<file path="config.mk">
export PLATFORM = sky130hd
export DESIGN_NAME = ast_transmitter
export DESIGN_NICKNAME = d
export VERILOG_FILES = /design/src/core/ast_transmitter.v
export VERILOG_INCLUDE_DIRS = /design/src /design/src/core
export SDC_FILE = /design/constraint.sdc
export NUM_CORES = 1
export LEC_CHECK = 0
export ABC_AREA = 1
export BUFFER_PORTS_ARGS = -buffer_cell sky130_fd_sc_hd__buf_4
export CORE_MARGIN = 3
export CORE_UTILIZATION = 35
export CTS_CLUSTER_SIZE = 20
export DETAILED_ROUTE_END_ITERATION = 12
export HOLD_SLACK_MARGIN = 0.06
export PLACE_DENSITY_LB_ADDON = 0.3
export SLEW_MARGIN = 20
export SYNTH_ARGS = -nofsm -noshare
export SYNTH_HDL_FRONTEND = slang
export SYNTH_SLANG_ARGS = --single-unit
</file>
<file path="constraint.sdc">
create_clock -name aclk -period 3.2 [get_ports aclk]
set_clock_uncertainty 0.2 [all_clocks]
set_input_delay 0.32 -clock aclk [delete_from_list [all_inputs] [get_ports aclk]]
set_output_delay 0.32 -clock aclk [all_outputs]
set_load 0.005 [all_outputs]
</file>
<file path="src/core/ast_defines.vh">
// Register map, field positions, reset values and timing for the serial transmitter
`ifndef AST_DEFINES_VH
`define AST_DEFINES_VH

// Byte addresses of the registers
`define AST_ADDR_BAUD        4'h0
`define AST_ADDR_CTRL        4'h4
`define AST_ADDR_STAT        4'h8
`define AST_ADDR_DATA        4'hC

// Field positions of control_two_reg
`define AST_CTRL_TX_ON       0
`define AST_CTRL_BREAK       1
`define AST_CTRL_NINE        2
`define AST_CTRL_PAR_EN      3
`define AST_CTRL_PAR_ODD     4
`define AST_CTRL_TX_MASK     5
`define AST_CTRL_DONE_MASK   6
`define AST_CTRL_RX_ON       7
`define AST_CTRL_WIDTH       8

// Field positions of the status register
`define AST_STAT_EMPTY       0
`define AST_STAT_DONE        1

// Widths and reset values
`define AST_DIV_WIDTH        13
`define AST_DIV_RESET        13'h0001
`define AST_CTRL_RESET       8'h00
`define AST_FRAME_8          4'hA
`define AST_FRAME_9          4'hB

// AXI4-Lite responses
`define AST_RESP_OKAY        2'h0
`define AST_RESP_DECERR      2'h3

`endif

</file>
<file path="src/core/ast_transmitter.v">
// Transmit half of the asynchronous serial unit with shared bit-rate divider and AXI4-Lite slave
//
// Chosen here: the placing of the registers and the AXI4-Lite register port.
`timescale 1ns/1ps
`default_nettype none
`include "ast_defines.vh"

module ast_transmitter
(
    input  wire        aclk,
    input  wire        aresetn,
    input  wire [3:0]  s_axi_awaddr,
    input  wire [2:0]  s_axi_awprot,
    input  wire        s_axi_awvalid,
    output reg         s_axi_awready,
    input  wire [31:0] s_axi_wdata,
    input  wire [3:0]  s_axi_wstrb,
    input  wire        s_axi_wvalid,
    output reg         s_axi_wready,
    output reg  [1:0]  s_axi_bresp,
    output reg         s_axi_bvalid,
    input  wire        s_axi_bready,
    input  wire [3:0]  s_axi_araddr,
    input  wire [2:0]  s_axi_arprot,
    input  wire        s_axi_arvalid,
    output reg         s_axi_arready,
    output reg  [31:0] s_axi_rdata,
    output reg  [1:0]  s_axi_rresp,
    output reg         s_axi_rvalid,
    input  wire        s_axi_rready,
    output reg         serial_out_pin,
    output reg         serial_out_en,
    output reg         bit_tick,
    output reg         rx_enable,
    output reg         tx_irq
);

    reg [`AST_DIV_WIDTH-1:0]  baud_div;
    reg [`AST_DIV_WIDTH-1:0]  baud_cnt;
    reg [`AST_CTRL_WIDTH-1:0] control_two_reg;
    reg [8:0]                 data_port_reg;
    reg                       tx_buffer_empty_flag;
    reg                       tx_done_flag;
    reg                       idle_queued;
    reg                       break_queued;
    reg [10:0]                shifter;
    reg [3:0]                 bits_left;
    reg                       aw_hold;
    reg                       w_hold;
    reg [3:0]                 wr_addr;
    reg [31:0]                wr_data;
    reg [3:0]                 wr_strb;

    wire tx_on_bit      = control_two_reg[`AST_CTRL_TX_ON];
    wire send_break_bit = control_two_reg[`AST_CTRL_BREAK];
    wire nine_bits      = control_two_reg[`AST_CTRL_NINE];
    wire par_en         = control_two_reg[`AST_CTRL_PAR_EN];
    wire par_odd        = control_two_reg[`AST_CTRL_PAR_ODD];
    wire tx_irq_mask    = control_two_reg[`AST_CTRL_TX_MASK];
    wire done_irq_mask  = control_two_reg[`AST_CTRL_DONE_MASK];

    // Register write happens once both address and data are held
    wire do_write  = aw_hold & w_hold;
    wire wr_ctrl   = do_write & (wr_addr == `AST_ADDR_CTRL) & wr_strb[0];
    wire wr_txdata = do_write & (wr_addr == `AST_ADDR_DATA) & wr_strb[0];
    wire wr_mapped = (wr_addr == `AST_ADDR_BAUD) | (wr_addr == `AST_ADDR_CTRL)
                   | (wr_addr == `AST_ADDR_STAT) | (wr_addr == `AST_ADDR_DATA);

    // Modulo divider; a zero divisor stops the tick
    wire tick = (baud_div != {`AST_DIV_WIDTH{1'b0}}) & (baud_cnt == baud_div - 1'b1);

    // Frame construction
    wire [3:0]  frame_len = nine_bits ? `AST_FRAME_9 : `AST_FRAME_8;
    wire        par_bit   = nine_bits ? (^data_port_reg[7:0] ^ par_odd)
                                      : (^data_port_reg[6:0] ^ par_odd);
    reg  [8:0]  data_bits;
    reg  [10:0] data_frame;

    always @*
    begin
        data_bits = data_port_reg;
        if (par_en)
        begin
            if (nine_bits)
                data_bits[8] = par_bit;
            else
                data_bits[7] = par_bit;
        end
        if (nine_bits)
            data_frame = {1'b1, data_bits, 1'b0};
        else
            data_frame = {2'b11, data_bits[7:0], 1'b0};
    end

    // Queued idle beats break, break beats data
    wire shifter_free = (bits_left <= 4'h1);
    wire load_idle    = tick & shifter_free & idle_queued;
    wire load_break   = tick & shifter_free & ~idle_queued & break_queued;
    wire load_data    = tick & shifter_free & ~idle_queued & ~break_queued
                      & ~tx_buffer_empty_flag & tx_on_bit;
    wire stop_done    = tick & (bits_left == 4'h1) & ~load_idle & ~load_break & ~load_data;

    // Bit-rate divider
    always @(posedge aclk)
    begin
        if (!aresetn)
        begin
            baud_cnt <= {`AST_DIV_WIDTH{1'b0}};
            bit_tick <= 1'b0;
        end
        else
        begin
            if (tick || baud_cnt >= baud_div)
                baud_cnt <= {`AST_DIV_WIDTH{1'b0}};
            else
                baud_cnt <= baud_cnt + 1'b1;
            bit_tick <= tick;
        end
    end

    // Shifter and queued frames
    always @(posedge aclk)
    begin
        if (!aresetn)
        begin
            shifter      <= 11'h7FF;
            bits_left    <= 4'h0;
            idle_queued  <= 1'b0;
            break_queued <= 1'b0;
        end
        else
        begin
            if (load_idle)
            begin
                shifter   <= 11'h7FF;
                bits_left <= frame_len;
            end
            else if (load_break)
            begin
                shifter   <= 11'h000;
                bits_left <= frame_len;
            end
            else if (load_data)
            begin
                shifter   <= data_frame;
                bits_left <= frame_len;
            end
            // Ones enter from the top so the line rests high after a frame
            else if (tick && bits_left != 4'h0)
            begin
                shifter   <= {1'b1, shifter[10:1]};
                bits_left <= bits_left - 1'b1;
            end

            if (wr_ctrl && wr_data[`AST_CTRL_TX_ON] && !tx_on_bit)
                idle_queued <= 1'b1;
            else if (load_idle)
                idle_queued <= 1'b0;

            if (wr_ctrl && wr_data[`AST_CTRL_BREAK] && !send_break_bit)
                break_queued <= 1'b1;
            else if (load_break)
                break_queued <= send_break_bit;
        end
    end

    // Flags, buffer and control register
    always @(posedge aclk)
    begin
        if (!aresetn)
        begin
            baud_div             <= `AST_DIV_RESET;
            control_two_reg      <= `AST_CTRL_RESET;
            data_port_reg        <= 9'h000;
            tx_buffer_empty_flag <= 1'b1;
            tx_done_flag         <= 1'b1;
        end
        else
        begin
            if (do_write && wr_addr == `AST_ADDR_BAUD)
            begin
                if (wr_strb[0])
                    baud_div[7:0] <= wr_data[7:0];
                if (wr_strb[1])
                    baud_div[12:8] <= wr_data[12:8];
            end
            if (wr_ctrl)
                control_two_reg <= wr_data[`AST_CTRL_WIDTH-1:0];
            if (wr_txdata)
            begin
                data_port_reg[7:0] <= wr_data[7:0];
                if (wr_strb[1])
                    data_port_reg[8] <= wr_data[8];
            end

            if (load_data)
                tx_buffer_empty_flag <= 1'b1;
            else if (wr_txdata && tx_buffer_empty_flag)
                tx_buffer_empty_flag <= 1'b0;

            // A data write beats done so done never shows with a full buffer
            if (stop_done && !wr_txdata && tx_buffer_empty_flag)
                tx_done_flag <= 1'b1;
            else if ((wr_txdata && tx_buffer_empty_flag)
                     || (wr_ctrl && wr_data[`AST_CTRL_TX_ON] && !tx_on_bit)
                     || (wr_ctrl && wr_data[`AST_CTRL_BREAK] && !send_break_bit))
                tx_done_flag <= 1'b0;
        end
    end

    // Pin, enable and request outputs
    always @(posedge aclk)
    begin
        if (!aresetn)
        begin
            serial_out_pin <= 1'b1;
            serial_out_en  <= 1'b0;
            rx_enable      <= 1'b0;
            tx_irq         <= 1'b0;
        end
        else
        begin
            serial_out_pin <= (bits_left != 4'h0) ? shifter[0] : 1'b1;
            serial_out_en  <= tx_on_bit | (bits_left != 4'h0)
                            | idle_queued | break_queued;
            rx_enable      <= control_two_reg[`AST_CTRL_RX_ON];
            tx_irq         <= (tx_buffer_empty_flag & tx_irq_mask)
                            | (tx_done_flag & done_irq_mask);
        end
    end

    // AXI4-Lite write channels, address and data taken in either order
    always @(posedge aclk)
    begin
        if (!aresetn)
        begin
            s_axi_awready <= 1'b1;
            s_axi_wready  <= 1'b1;
            s_axi_bvalid  <= 1'b0;
            s_axi_bresp   <= `AST_RESP_OKAY;
            aw_hold       <= 1'b0;
            w_hold        <= 1'b0;
            wr_addr       <= 4'h0;
            wr_data       <= 32'h00000000;
            wr_strb       <= 4'h0;
        end
        else
        begin
            if (s_axi_awvalid && s_axi_awready)
            begin
                aw_hold       <= 1'b1;
                wr_addr       <= {s_axi_awaddr[3:2], 2'b00};
                s_axi_awready <= 1'b0;
            end
            if (s_axi_wvalid && s_axi_wready)
            begin
                w_hold       <= 1'b1;
                wr_data      <= s_axi_wdata;
                wr_strb      <= s_axi_wstrb;
                s_axi_wready <= 1'b0;
            end
            if (do_write)
            begin
                aw_hold      <= 1'b0;
                w_hold       <= 1'b0;
                s_axi_bvalid <= 1'b1;
                s_axi_bresp  <= wr_mapped ? `AST_RESP_OKAY : `AST_RESP_DECERR;
            end
            if (s_axi_bvalid && s_axi_bready)
            begin
                s_axi_bvalid  <= 1'b0;
                s_axi_awready <= 1'b1;
                s_axi_wready  <= 1'b1;
            end
        end
    end

    // AXI4-Lite read channels
    // Unaligned addresses alias to the word below
    wire [3:0] rd_addr = {s_axi_araddr[3:2], 2'b00};

    always @(posedge aclk)
    begin
        if (!aresetn)
        begin
            s_axi_arready <= 1'b1;
            s_axi_rvalid  <= 1'b0;
            s_axi_rdata   <= 32'h00000000;
            s_axi_rresp   <= `AST_RESP_OKAY;
        end
        else
        begin
            if (s_axi_arvalid && s_axi_arready)
            begin
                s_axi_arready <= 1'b0;
                s_axi_rvalid  <= 1'b1;
                s_axi_rresp   <= `AST_RESP_OKAY;
                case (rd_addr)
                    `AST_ADDR_BAUD:
                        s_axi_rdata <= {19'h00000, baud_div};
                    `AST_ADDR_CTRL:
                        s_axi_rdata <= {24'h000000, control_two_reg};
                    `AST_ADDR_STAT:
                        s_axi_rdata <= {30'h00000000, tx_done_flag, tx_buffer_empty_flag};
                    `AST_ADDR_DATA:
                        s_axi_rdata <= {23'h000000, data_port_reg};
                    default:
                    begin
                        s_axi_rdata <= 32'h00000000;
                        s_axi_rresp <= `AST_RESP_DECERR;
                    end
                endcase
            end
            if (s_axi_rvalid && s_axi_rready)
            begin
                s_axi_rvalid  <= 1'b0;
                s_axi_arready <= 1'b1;
            end
        end
    end

endmodule
`default_nettype wire

</file>
-- Yosys cells after proc, flatten, opt, wreduce, memory -nomap -nowiden
Index checks and enable logic that the tools add are counted.
W data, S select, Z words.
- bits in registers: 127
- output and inout bits: 46
- logic and storage cells: 140
- input bits: 57
- magnitude comparators: 2
- equality and inequality tests: 8
- multiplexer cells: 20
- add/subtract/negate cells: 3
- bitwise operators: 35
- reductions and logical operators: 42
- operator list (operator ; count):
    $pmux W13 S4 ; 1
    $mux W11 ; 3
    $and A1 B1 Y1 ; 19
    $mux W4 ; 4
    $logic_and A1 B1 Y1 ; 14
    $reduce_or A2 Y1 ; 7
    $add A13 B1 Y13 const B ; 1
    $eq A13 B13 Y1 ; 1
    $ge A13 B13 Y1 ; 1
    $reduce_bool A13 Y1 ; 1
    $sub A13 B1 Y13 const B ; 1
    $mux W10 ; 1
    $eq A2 B2 Y1 const B ; 4
    $logic_not A4 Y1 ; 2
    $mux W1 ; 8
    $reduce_and A2 Y1 ; 4
    $reduce_bool A4 Y1 ; 2
    $reduce_xor A8 Y1 ; 1
    $not A1 Y1 ; 7
    $or A1 B1 Y1 ; 7
    $reduce_xor A7 Y1 ; 1
    $mux W2 ; 3
    $eq A2 B1 Y1 const B ; 2
    $eq A4 B1 Y1 const B ; 1
    8 further kinds ; 14

-- Logic depth before layout (Yosys ltp)
Gate-level depths: netlist (run 1).
- depth in word-level cells: 13
- gate-level depth with buffers: 20
- mapped depth without buffers: 19

-- Worst setup path before layout (run 1)
OpenSTA, ideal clock, no wires.
- kind: reg2reg
- from: register baud_div[0]
- to: register shifter[5]
- path slack: 0.983 ns
- cell stages (with the launch flop): 17
- arrival time: 1.898 ns
- period minus slack after synthesis: 2.217 ns
- required time: 2.880 ns
- setup time: 0.120 ns
- buffers on the path: 1
- cell sequence: dfxtp_1 -> inv_1 -> ha_1 -> nand2_2 -> nor2_4 -> nand2_2 -> nand3_2 -> nand2_1 -> nor2_2 -> nand2_2 -> nor2_4 -> nand4_4 -> buf_6 -> nand2_1 -> nand2_1 -> nand2_1 -> nand3_1
- longest elaborated chain between the ends: 10
- elaborated cells on any way between the ends: 16
- those cells by class: add/sub (1); eq/ne (1); mux (2); bitwise (8); reduce/logical (4)
- ends and longest elaborated chain (what ; line ; text):
    from (decl) ; ast_transmitter.v:38 ; reg [`AST_DIV_WIDTH-1:0] baud_div;
    from (signal assigned) ; ast_transmitter.v:172 ; baud_div <= `AST_DIV_RESET;
    from (signal assigned) ; ast_transmitter.v:183 ; baud_div[7:0] <= wr_data[7:0];
    $sub A13 B1 Y13 ; ast_transmitter.v:70 ; wire tick = (baud_div != {`AST_DIV_WIDTH{1'b0}}) & (baud_cnt == baud_div - 1'b1);
    $eq A13 B13 Y1 ; ast_transmitter.v:70 ;
    $and A1 B1 Y1 (*) ; ast_transmitter.v:70 ;
    $and A1 B1 Y1 ; ast_transmitter.v:97, ast_transmitter.v:98, ast_transmitter.v:99 ;
    $and A1 B1 Y1 ; ast_transmitter.v:98, ast_transmitter.v:99 ;
    $and A1 B1 Y1 ; ast_transmitter.v:99 ; wire load_data = tick & shifter_free & ~idle_queued & ~break_queued
    $and A1 B1 Y1 (2 in a row) ; ast_transmitter.v:100 ; & ~tx_buffer_empty_flag & tx_on_bit;
    $mux W11 ; ast_transmitter.v:143 ; else if (load_data)
    $mux W11 ; ast_transmitter.v:138 ; else if (load_break)
    to (signal assigned) ; ast_transmitter.v:145 ; shifter <= data_frame;
    to (signal assigned) ; ast_transmitter.v:151 ; shifter <= {1'b1, shifter[10:1]};
    to (decl) ; ast_transmitter.v:46 ; reg [10:0] shifter;
Mark *: on every way between the ends. The rest lies on a longest branch, timed or not.
A chain may end at the register's enable or synchronous reset.

-- Worst setup path after layout (run 1)
- from: register baud_div[0]
- to: register shifter[1]
Same word-level chain as after synthesis.

==> summary.md, run 1 <==
| Metric | Value |
|---|---|
| Status | `completed` |
| Clock buffer depth | `2` |
| Worst hold path class | `in2reg` |
| Number of synthesized flops with an enable pin | `0` |
| PwrDens | `526.4 mW/mm^2` |
| Root buffer cell | `clkbuf_16` |
| Final hold vios | `0` |
| GR Util All Layers | `0.1586` |
| Required time at the worst-slack endpoint | `3.29 ns` |
| Worst-path fanout max | `14` |
| Placed inst area | `0.006026 mm^2` |
| Crit Path Class | `reg2reg` |
| Slew headroom | `0.5800` |
| Main combinational cell family by area after synthesis | `simple AND/OR/NAND/NOR gates` |
| First-pass GRT wire length | `22,520 um` |
| Syn avg cell area | `6.929 um^2` |
| ANT cells | `0` |
| Core Box Area | `0.01531 mm^2` |
| Initial antenna violation count | `0` |
| R2R Path End | `shifter[1]` |
| Layout fillers | `1,628` |
| HP Start | `s_axi_wdata[3]` |
| WHS Path Cells | `3` |
| GR Layer Usage met2 | `0.2441` |
| M1 GR Usage | `0.2258` |
| Seq/Total Area, Yosys | `0.3838` |
| RSZ-0062 raised after global routing | `no` |
| WL/cell | `12.73 um` |
| Starting Density | `0.3610` |
| RD Place Congestion | `0.8903` |
| Worst vdd ir | `0.2885 mV` |
| # rows | `45` |
| Layout area overhead | `16.95%` |
| 1st-iter DRT viols | `364` |
| Post-synthesis cell count | `798` |
| Final max-slew violation count | `0` |
| FF-to-FF path depth | `14` |
| Number of global-route vias before repair | `4,543` |
| CP startpoint kind | `register` |
| H-tree depth | `3` |
| CP arrival | `2.81 ns` |
| Gr busiest metal | `met2` |
| Synth Area in Adders | `0.04073` |
| Worst path bufs/invs | `1` |
| CP endpoint kind | `register` |
| Synth top area share | `0.3838` |
| Final WL | `13,680 um` |
| Total grt overflow | `0` |
| ANT nets after route | `0` |
| Reg-to-Reg Start | `baud_div[0]` |
| Most numerous cell in the Yosys netlist | `nand2_1` |
| Port bufs | `52` |
| Setup_tns | `0 ns` |
| Largest area contributor in the netlist | `dfxtp_1` |
| Flop2flop setup slack | `0.49 ns` |
| Layout cell share with drive strength beyond 1 | `0.1157` |
| Worst-path clk slew | `0.07 ns` |
| Worst-skew pair later-pin latency | `0.36 ns` |
| Via count | `5,044` |
| Largest net degree at the start of global routing | `61` |
| Hold path endpoint | `wr_data[3]` |
| Post-route DRC | `0` |
| Ys async rst share | `0` |
| Worst-path cell chain | `inv_1 -> ha_1 -> nand2_2 -> nor2_1 -> nand3_1 -> nand2_1 -> nand2_1 -> nor2_2 -> nand2_2 -> nor2_4 -> nand2_2 -> a21oi_4 -> nand2_1 -> nand3_1` |
| Synth Cell Area | `0.005529 mm^2` |
| CP max stage cell | `a21oi_4` |
| CP max stage delay | `0.36 ns` |
| Mux contribution to synthesized area | `0` |
| Detailed-route vias per instance | `4.692` |
| Chip height | `131.7 um` |
| Post-synthesis cell type count | `40` |
| LEAKAGE | `2.933 nW` |
| HPWL Detailed | `10,230 um` |
| Top cells by count, synth | `nand2_1, dfxtp_1, nor2_1, inv_1, o21ai_0` |
| IO Count | `103` |
| CTS Buf Count | `9` |
| Simple-gate share of the synthesized area | `0.3098` |
| Ys flop type | `dfxtp_1` |
| # clock sinks | `106` |
| WHS | `0.06042 ns` |
| Die width | `131.7 um` |
| FMAX | `0.3687 GHz` |
| # setup viols final | `0` |
| Final net count | `935` |
| Min Tclk post-route | `2.712 ns` |
| Placed Instances | `1,042` |
| Count of TritonRoute iterations in the first routing pass | `5` |
| Register bit total from synthesis | `106` |
| Fin crit share | `0.8476` |
| Least-Margin Pin Slew | `0.6247 ns` |
| Die area | `0.01734 mm^2` |
| YS warnings | `0` |
| XOR/XNOR Fraction of Synth Area | `0.02851` |
| Met3 usage | `0.03675` |
| Crit path max-delay family | `simple AND/OR/NAND/NOR gates` |
| Max-cap violations | `0` |
| Final non-filler cell total | `1,075` |
| Cts repair resizes | `0` |
| Design area | `0.006466 mm^2` |
| Post-synthesis compound-gate area fraction | `0.1306` |
| CTS tree | `yes` |
| Area contributors post-synth | `dfxtp_1, nand2_1, nor2_1` |
power by group:
group,leakage [nW],internal (mW),total (mW),switching (mW)
Clock,0.128,0.523,1.02,0.500
Sequential,0.865,1.44,1.51,0.0714
Combinational,1.94,0.340,0.874,0.534
Total,2.93,2.30,3.40,1.11
through the flow:
step	worst slack (ns)	util	power, mW
after detailed placement	0.5554	0.3935	2.388
after global placement	0.5586	0.3935	2.383
after CTS	0.5159	0.4222	3.432
after floorplan	0.9825	-	2.190
final	0.4878	0.4222	3.404
after global routing	0.1742	0.4222	3.617
worst register-to-register path: stages, from the launching register on:
cell and delay (ns):
dfxtp_1 0.32, inv_1 0.16, ha_1 0.28, nand2_2 0.15
nor2_1 0.18, nand3_1 0.10, nand2_1 0.10, nand2_1 0.07
nor2_2 0.09, nand2_2 0.09, nor2_4 0.17, nand2_2 0.22
a21oi_4 0.36, nand2_1 0.10, nand3_1 0.08
worst max-delay path by stage:
| stage | from | end | slack, ns | cells past startpoint |
|---|---|---|---|---|
| after floorplan | baud_div[0] | shifter[5] | 0.98 | 16 |
| after global placement | baud_div[0] | shifter[6] | 0.56 | 16 |
| after detailed placement | baud_div[0] | shifter[1] | 0.56 | 14 |
| after CTS | baud_div[0] | shifter[1] | 0.52 | 14 |
| after global routing | baud_div[2] | baud_cnt[5] | 0.17 | 13 |
| final | baud_div[0] | shifter[1] | 0.49 | 14 |
final cells by class:
class | count | area, um^2 | share of cell area
multi-input cells | 580 | 2889 | 0.4468
flip-flops and latches | 106 | 2122 | 0.3282
repair buffers | 73 | 593.1 | 0.09172
inverters | 90 | 337.8 | 0.05224
well taps | 211 | 264.0 | 0.04083
clock buffers | 10 | 229.0 | 0.03541
clock inverters | 5 | 31.28 | 0.004837
cells in the final DEF, fill, tap and decap left out, drive strengths merged, types with 2 or more instances in the layout:
cell type,synthesis,routed
a221oi,2,2
dfxtp,106,106
xor2,12,12
a21oi,48,48
clkinv,3,6
dlygate4sd3,0,18
o21ai,65,65
nand2,197,197
nand3,53,53
ha,18,18
buf,26,55
a31oi,4,4
xnor2,6,6
nor3,16,16
inv,87,88
o21a,2,2
nor2,115,115
conb,1,19
o22ai,2,2
a41oi,5,5
clkbuf,14,10
nand4,8,8
logic make-up after synthesis:
family	after synthesis
buf+inv	130
simple gates	394
fa+ha+maj	18
flops	106
compound gates	131
other cells	1
xor+xnor	18
layer usage:
metal | wire [um] | vias up
met5 | 0 | -
met4 | 129 | 0
met3 | 743 | 11
met2 | 5835 | 129
met1 | 6974 | 2250
li1 | - | 2654
repair_timing:
| item | in CTS | in global routing |
|---|---|---|
| hold buffers | 18 | 0 |
| setup buffers | 0 | 0 |
| hold endpoints to repair | 20 | 0 |
(Power assumes the default switching activity.)
==> run 2, diff against run 1 <==
Clock period 3.2 ns to 2.4 ns, I/O delays scaled along.
==> run 2 against run 1 <==
Net effect:
- the flow now finishes with violations (setup timing)
- hold slack better by 0.0085 ns
- design area increased by 15%
- global-route usage grew 1.2 points
- wire length up 8.7%
- sequential share of layout area is 4.0 points lower
- via count is 5.5% higher
- critical endpoint is now shifter[8]
- largest power group unchanged
==> summary.md, run 2 (synthesized netlist as in run 1, its figures left out) <==
| Metric | Value |
|---|---|
| Layout area overhead | `34.10%` |
| CTS tree | `yes` |
| Initial antenna violation count | `0` |
| Sw frac | `0.3163` |
| RSZ-0062 raised after global routing | `yes` |
| Clock buffer depth | `2` |
| Crit Path Class | `reg2reg` |
| CP arrival | `2.57 ns` |
| Chip height | `131.7 um` |
| Number of global-route vias before repair | `4,849` |
| H-tree depth | `3` |
| CP startpoint kind | `register` |
| HPWL Detailed | `10,820 um` |
| RD Place Congestion | `0.8585` |
| Final WL | `14,870 um` |
| # setup viols final | `14` |
| Max-cap violations | `0` |
| Final max-slew violation count | `0` |
| Layout cell share with drive strength beyond 1 | `0.2323` |
| Worst vdd ir | `0.4131 mV` |
| Starting Density | `0.3610` |
| CTS Buf Count | `9` |
| Placed inst area | `0.006376 mm^2` |
| Design area | `0.007415 mm^2` |
| Clock share of power | `0.312` |
| ANT cells | `0` |
| P_sw | `1.682 mW` |
| Via count | `5,323` |
| Most frequent cells in the layout | `nand2_1, dfxtp_1, buf_4` |
| First-pass GRT wire length | `24,190 um` |
| Slew headroom | `0.5032` |
| IO Count | `103` |
| Setup ws final | `-0.1095 ns` |
| WL/cell | `13.03 um` |
| Least-Margin Pin Slew | `0.7389 ns` |
| Min Tclk post-route | `2.509 ns` |
| # rows | `45` |
| Worst-path fanout max | `8` |
| GR Util All Layers | `0.1710` |
| Most common cell after layout, fill and taps aside | `nand2_1` |
| PwrDens | `717.3 mW/mm^2` |
| Die area | `0.01734 mm^2` |
| Comb pwr share | `0.309` |
| Detailed-route vias per instance | `4.665` |
| Worst-path clk slew | `0.07 ns` |
| ANT nets after route | `0` |
| CP endpoint kind | `register` |
| Count of TritonRoute iterations in the first routing pass | `5` |
| Core Util, Final | `0.4842` |
| Total grt overflow | `0` |
| Fin crit share | `1.046` |
| Internal | `3.637 mW` |
| Required time at the worst-slack endpoint | `2.46 ns` |
| Post-route DRC | `0` |
| Register share of total power | `0.379` |
| Root buffer cell | `clkbuf_16` |
| # clock sinks | `106` |
| Flop2flop setup slack | `-0.11 ns` |
| Status | `complete, but fails checks` |
| LEAKAGE | `3.358 nW` |
| Failing checks | `setup timing` |
| Final net count | `1,000` |
| FMAX | `0.3985 GHz` |
| 1st-iter DRT viols | `380` |
| Worst hold path class | `in2reg` |
| Largest net degree at the start of global routing | `39` |
| Die width | `131.7 um` |
| Core Box Area | `0.01531 mm^2` |
| Port bufs | `52` |
| Worst-skew pair later-pin latency | `0.36 ns` |
| Final hold vios | `0` |
[run 2: final cells by class]
cell class,count,area (um^2)
clock buffer,10,239.0
fill,1546,7900
sequential,106,2135
clock inverter,6,96.34
multi-input combinational,581,3171
tap,211,264.0
inverter,90,346.6
timing repair buffer,137,1164
[run 2: through the flow]
stage / power, mW / hold WS [ns] / std cells / worst slack [ns] / TNS, ns
3_5_place_dp: 3.350 / 0.2381 / 1087 / -0.08166 / -0.7644
4_1_cts: 5.125 / 0.06031 / 1133 / -0.02617 / -0.1824
2_1_floorplan: 2.920 / 0.1767 / 816 / 0.1825 / 0
6_report: 5.319 / 0.06894 / 1141 / -0.1095 / -1.075
5_1_grt: 5.647 / 0.09636 / 1141 / -0.3072 / -5.442
3_3_place_gp: 3.343 / 0.2376 / 1087 / -0.07512 / -0.6645
[run 2: what timing repair did]
item | CTS | global route
hold buffers | 27 | 0
pin swaps | 2 | 28
gates cloned | 1 | 1
resized for setup | 22 | 70
setup endpoints to repair | 24 | 32
setup buffers | 2 | 7
hold endpoints to repair | 22 | 0
[run 2: power by group through the flow]
stage	sequential [mW]	combinational, mW	clock, mW
final	2.02	1.65	1.66
after global routing	2.03	1.84	1.77
after CTS	2.01	1.41	1.70
after detailed placement	2.05	1.30	0
after global placement	2.05	1.30	0
after floorplan	2.03	0.893	0
[run 2: final timing paths]
kind / startpoint / endpoint / cells past startpoint
max: baud_div[0] / shifter[8] / 18
min reg2reg: s_axi_rresp[0] / s_axi_rresp[0] / 2
max reg2reg: baud_div[0] / shifter[8] / 18
min: aresetn / wr_data[9] / 3
[run 2: routing by layer]
layer,global-route usage,share of wire,up-vias
li1,-,-,2791
met1,0.2405,0.49,2390
met5,0,0,-
met3,0.03216,0.048,15
met4,0.05543,0.016,0
met2,0.2645,0.45,127
[run 2: critical path: stages (launching register included)]
cell	delay [ns]
dfxtp_2	0.33
buf_6	0.11
ha_4	0.24
inv_4	0.06
o21ai_2	0.05
nor2_2	0.12
nand2_1	0.06
nor2_1	0.12
nand3_1	0.12
nor2_1	0.11
nand2_1	0.09
nor2_4	0.17
buf_4	0.16
nand2_8	0.08
buf_4	0.16
nand3_1	0.07
nand2_1	0.05
inv_1	0.05
nand2_1	0.04
==> run 3, diff against run 2 <==
Settings changed: RECOVER_POWER set to 25.
==> run 3 against run 2 <==
Net effect:
- the flow finishes with violations (capacitance limit, slew limit, setup timing)
- final cell count stayed put
- fmax is 0.11% higher
- combinational power hardly changed
- utilization hardly changed
- worst setup slack better by 0.0027 ns
- via count hardly changed
- wire length is 0.13% higher
- sequential power hardly changed
- total power hardly changed
- non-clock buffer count stayed put
- count of clock-buffer cells in the layout stayed put
- design area is 0.10% lower
- critical endpoint unchanged
- largest cell class unchanged
==> summary.md, run 3 (synthesized netlist as in run 1, its figures left out) <==
| Metric | Value |
|---|---|
| Status | `complete, but fails checks` |
| Failing checks | `capacitance limit, slew limit, setup timing` |
| CP startpoint kind | `register` |
| Starting Density | `0.3610` |
| R2R Path End | `shifter[8]` |
| Fin crit share | `1.044` |
| Layout area overhead | `33.97%` |
| FF-to-FF path depth | `18` |
| Post-route DRC | `0` |
| Worst-path clk slew | `0.07 ns` |
| ANT cells | `0` |
| GR Util All Layers | `0.1710` |
| Final WL | `14,890 um` |
| Final net count | `1,000` |
| Number of global-route vias before repair | `4,849` |
| Least-Margin Pin Slew | `1.547 ns` |
| Via count | `5,322` |
| # rows | `45` |
| Worst hold path class | `in2reg` |
| Min Tclk post-route | `2.507 ns` |
| FMAX | `0.3989 GHz` |
| Setup ws final | `-0.1068 ns` |
| CP endpoint kind | `register` |
| HPWL Detailed | `10,820 um` |
| IO Count | `103` |
| # clock sinks | `106` |
| Crit Path Class | `reg2reg` |
| Final non-filler cell total | `1,141` |
| Multi-input logic area | `0.003171 mm^2` |
| Die width | `131.7 um` |
| H-tree depth | `3` |
| Most common cell after layout, fill and taps aside | `nand2_1` |
| WHS Path Cells | `3` |
| Chip height | `131.7 um` |
| CTS Buf Count | `9` |
| Layout fillers | `1,548` |
| LEAKAGE | `3.342 nW` |
| Total grt overflow | `0` |
| WHS | `0.06718 ns` |
| Worst-skew pair later-pin latency | `0.36 ns` |
| HP Start | `aresetn` |
| # setup viols final | `15` |
| Most frequent cells in the layout | `nand2_1, dfxtp_1, nor2_1` |
| Detailed-route vias per instance | `4.664` |
| FF/Latch Area | `0.002135 mm^2` |
| Flop2flop setup slack | `-0.11 ns` |
| Root buffer cell | `clkbuf_16` |
| CP arrival | `2.56 ns` |
| 1st-iter DRT viols | `365` |
| Core Box Area | `0.01531 mm^2` |
| Die area | `0.01734 mm^2` |
| Clock buffer depth | `2` |
| Final max-slew violation count | `39` |
| Slew headroom | `-0.03156` |
| Count of TritonRoute iterations in the first routing pass | `5` |
| Hold path endpoint | `wr_data[9]` |
| Port bufs | `52` |
| First-pass GRT wire length | `24,190 um` |
| ANT nets after route | `0` |
| RD Place Congestion | `0.8585` |
| Final hold vios | `0` |
| Placed Instances | `1,087` |
| RSZ-0062 raised after global routing | `yes` |
| Required time at the worst-slack endpoint | `2.46 ns` |
| CTS tree | `yes` |
| Worst-path fanout max | `8` |
| Max-cap violations | `1` |
| Largest net degree at the start of global routing | `39` |
| Layout cell share with drive strength beyond 1 | `0.2301` |
| WL/cell | `13.05 um` |
| Worst vdd ir | `0.4134 mV` |
| Initial antenna violation count | `0` |
| PwrDens | `717.5 mW/mm^2` |
| Reg-to-Reg Start | `baud_div[0]` |
run 3: how the worst max path moves through the flow:
stage	start	to	depth (start not counted)
floorplan	baud_div[0]	shifter[5]	16
global placement	baud_div[0]	shifter[6]	18
detailed placement	baud_div[0]	shifter[6]	18
CTS	baud_div[1]	shifter[6]	18
global route	baud_div[0]	shifter[2]	17
finish	baud_div[0]	shifter[8]	18
run 3: timing repair:
| action | CTS | global route |
|---|---|---|
| setup buffers | 2 | 7 |
| gates resized for setup | 22 | 70 |
| setup endpoints to repair | 24 | 32 |
| hold buffers | 27 | 0 |
| gates cloned | 1 | 1 |
| endpoints found under the hold margin | 22 | 0 |
| pin swaps | 2 | 28 |
run 3: metrics by stage:
step | setup slack (ns) | util | cell area [um^2] | setup TNS [ns] | power, mW
floorplan | 0.1825 | - | 5597 | 0 | 2.920
global placement | -0.07512 | 0.4163 | 6376 | -0.6645 | 3.343
detailed placement | -0.08166 | 0.4163 | 6376 | -0.7644 | 3.350
CTS | -0.02617 | 0.4617 | 7071 | -0.1824 | 5.125
global route | -0.3072 | 0.4837 | 7407 | -5.803 | 5.645
finish | -0.1068 | 0.4837 | 7407 | -1.183 | 5.314
run 3: report_power, final:
group,switching (mW),internal [mW]
Clock,0.702,0.956
Sequential,0.102,1.91
Combinational,0.876,0.764
Total,1.68,3.63
run 3: per-layer routing:
layer / global-route usage / part of all wire
met2: 0.2645 / 0.45
met5: 0 / 0
met1: 0.2405 / 0.48
met4: 0.05543 / 0.014
met3: 0.03216 / 0.052
run 3: final cells by class:
cell class | count | share of cell area
Clock inverter | 6 | 0.01301
Inverter | 90 | 0.04679
Timing Repair Buffer | 137 | 0.1561
Clock buffer | 10 | 0.03226
Sequential cell | 106 | 0.2882
Tap cell | 211 | 0.03564
Multi-Input combinational cell | 581 | 0.4280
run 3: critical path: stages (launching register included):
cell	delay (ns)
dfxtp_2	0.33
buf_6	0.11
ha_4	0.25
inv_4	0.06
o21ai_2	0.05
nor2_2	0.12
nand2_1	0.06
nor2_1	0.12
nand3_1	0.12
nor2_1	0.11
nand2_1	0.09
nor2_4	0.17
buf_4	0.16
nand2_8	0.08
buf_4	0.16
nand3_1	0.07
nand2_1	0.05
inv_1	0.05
nand2_1	0.04
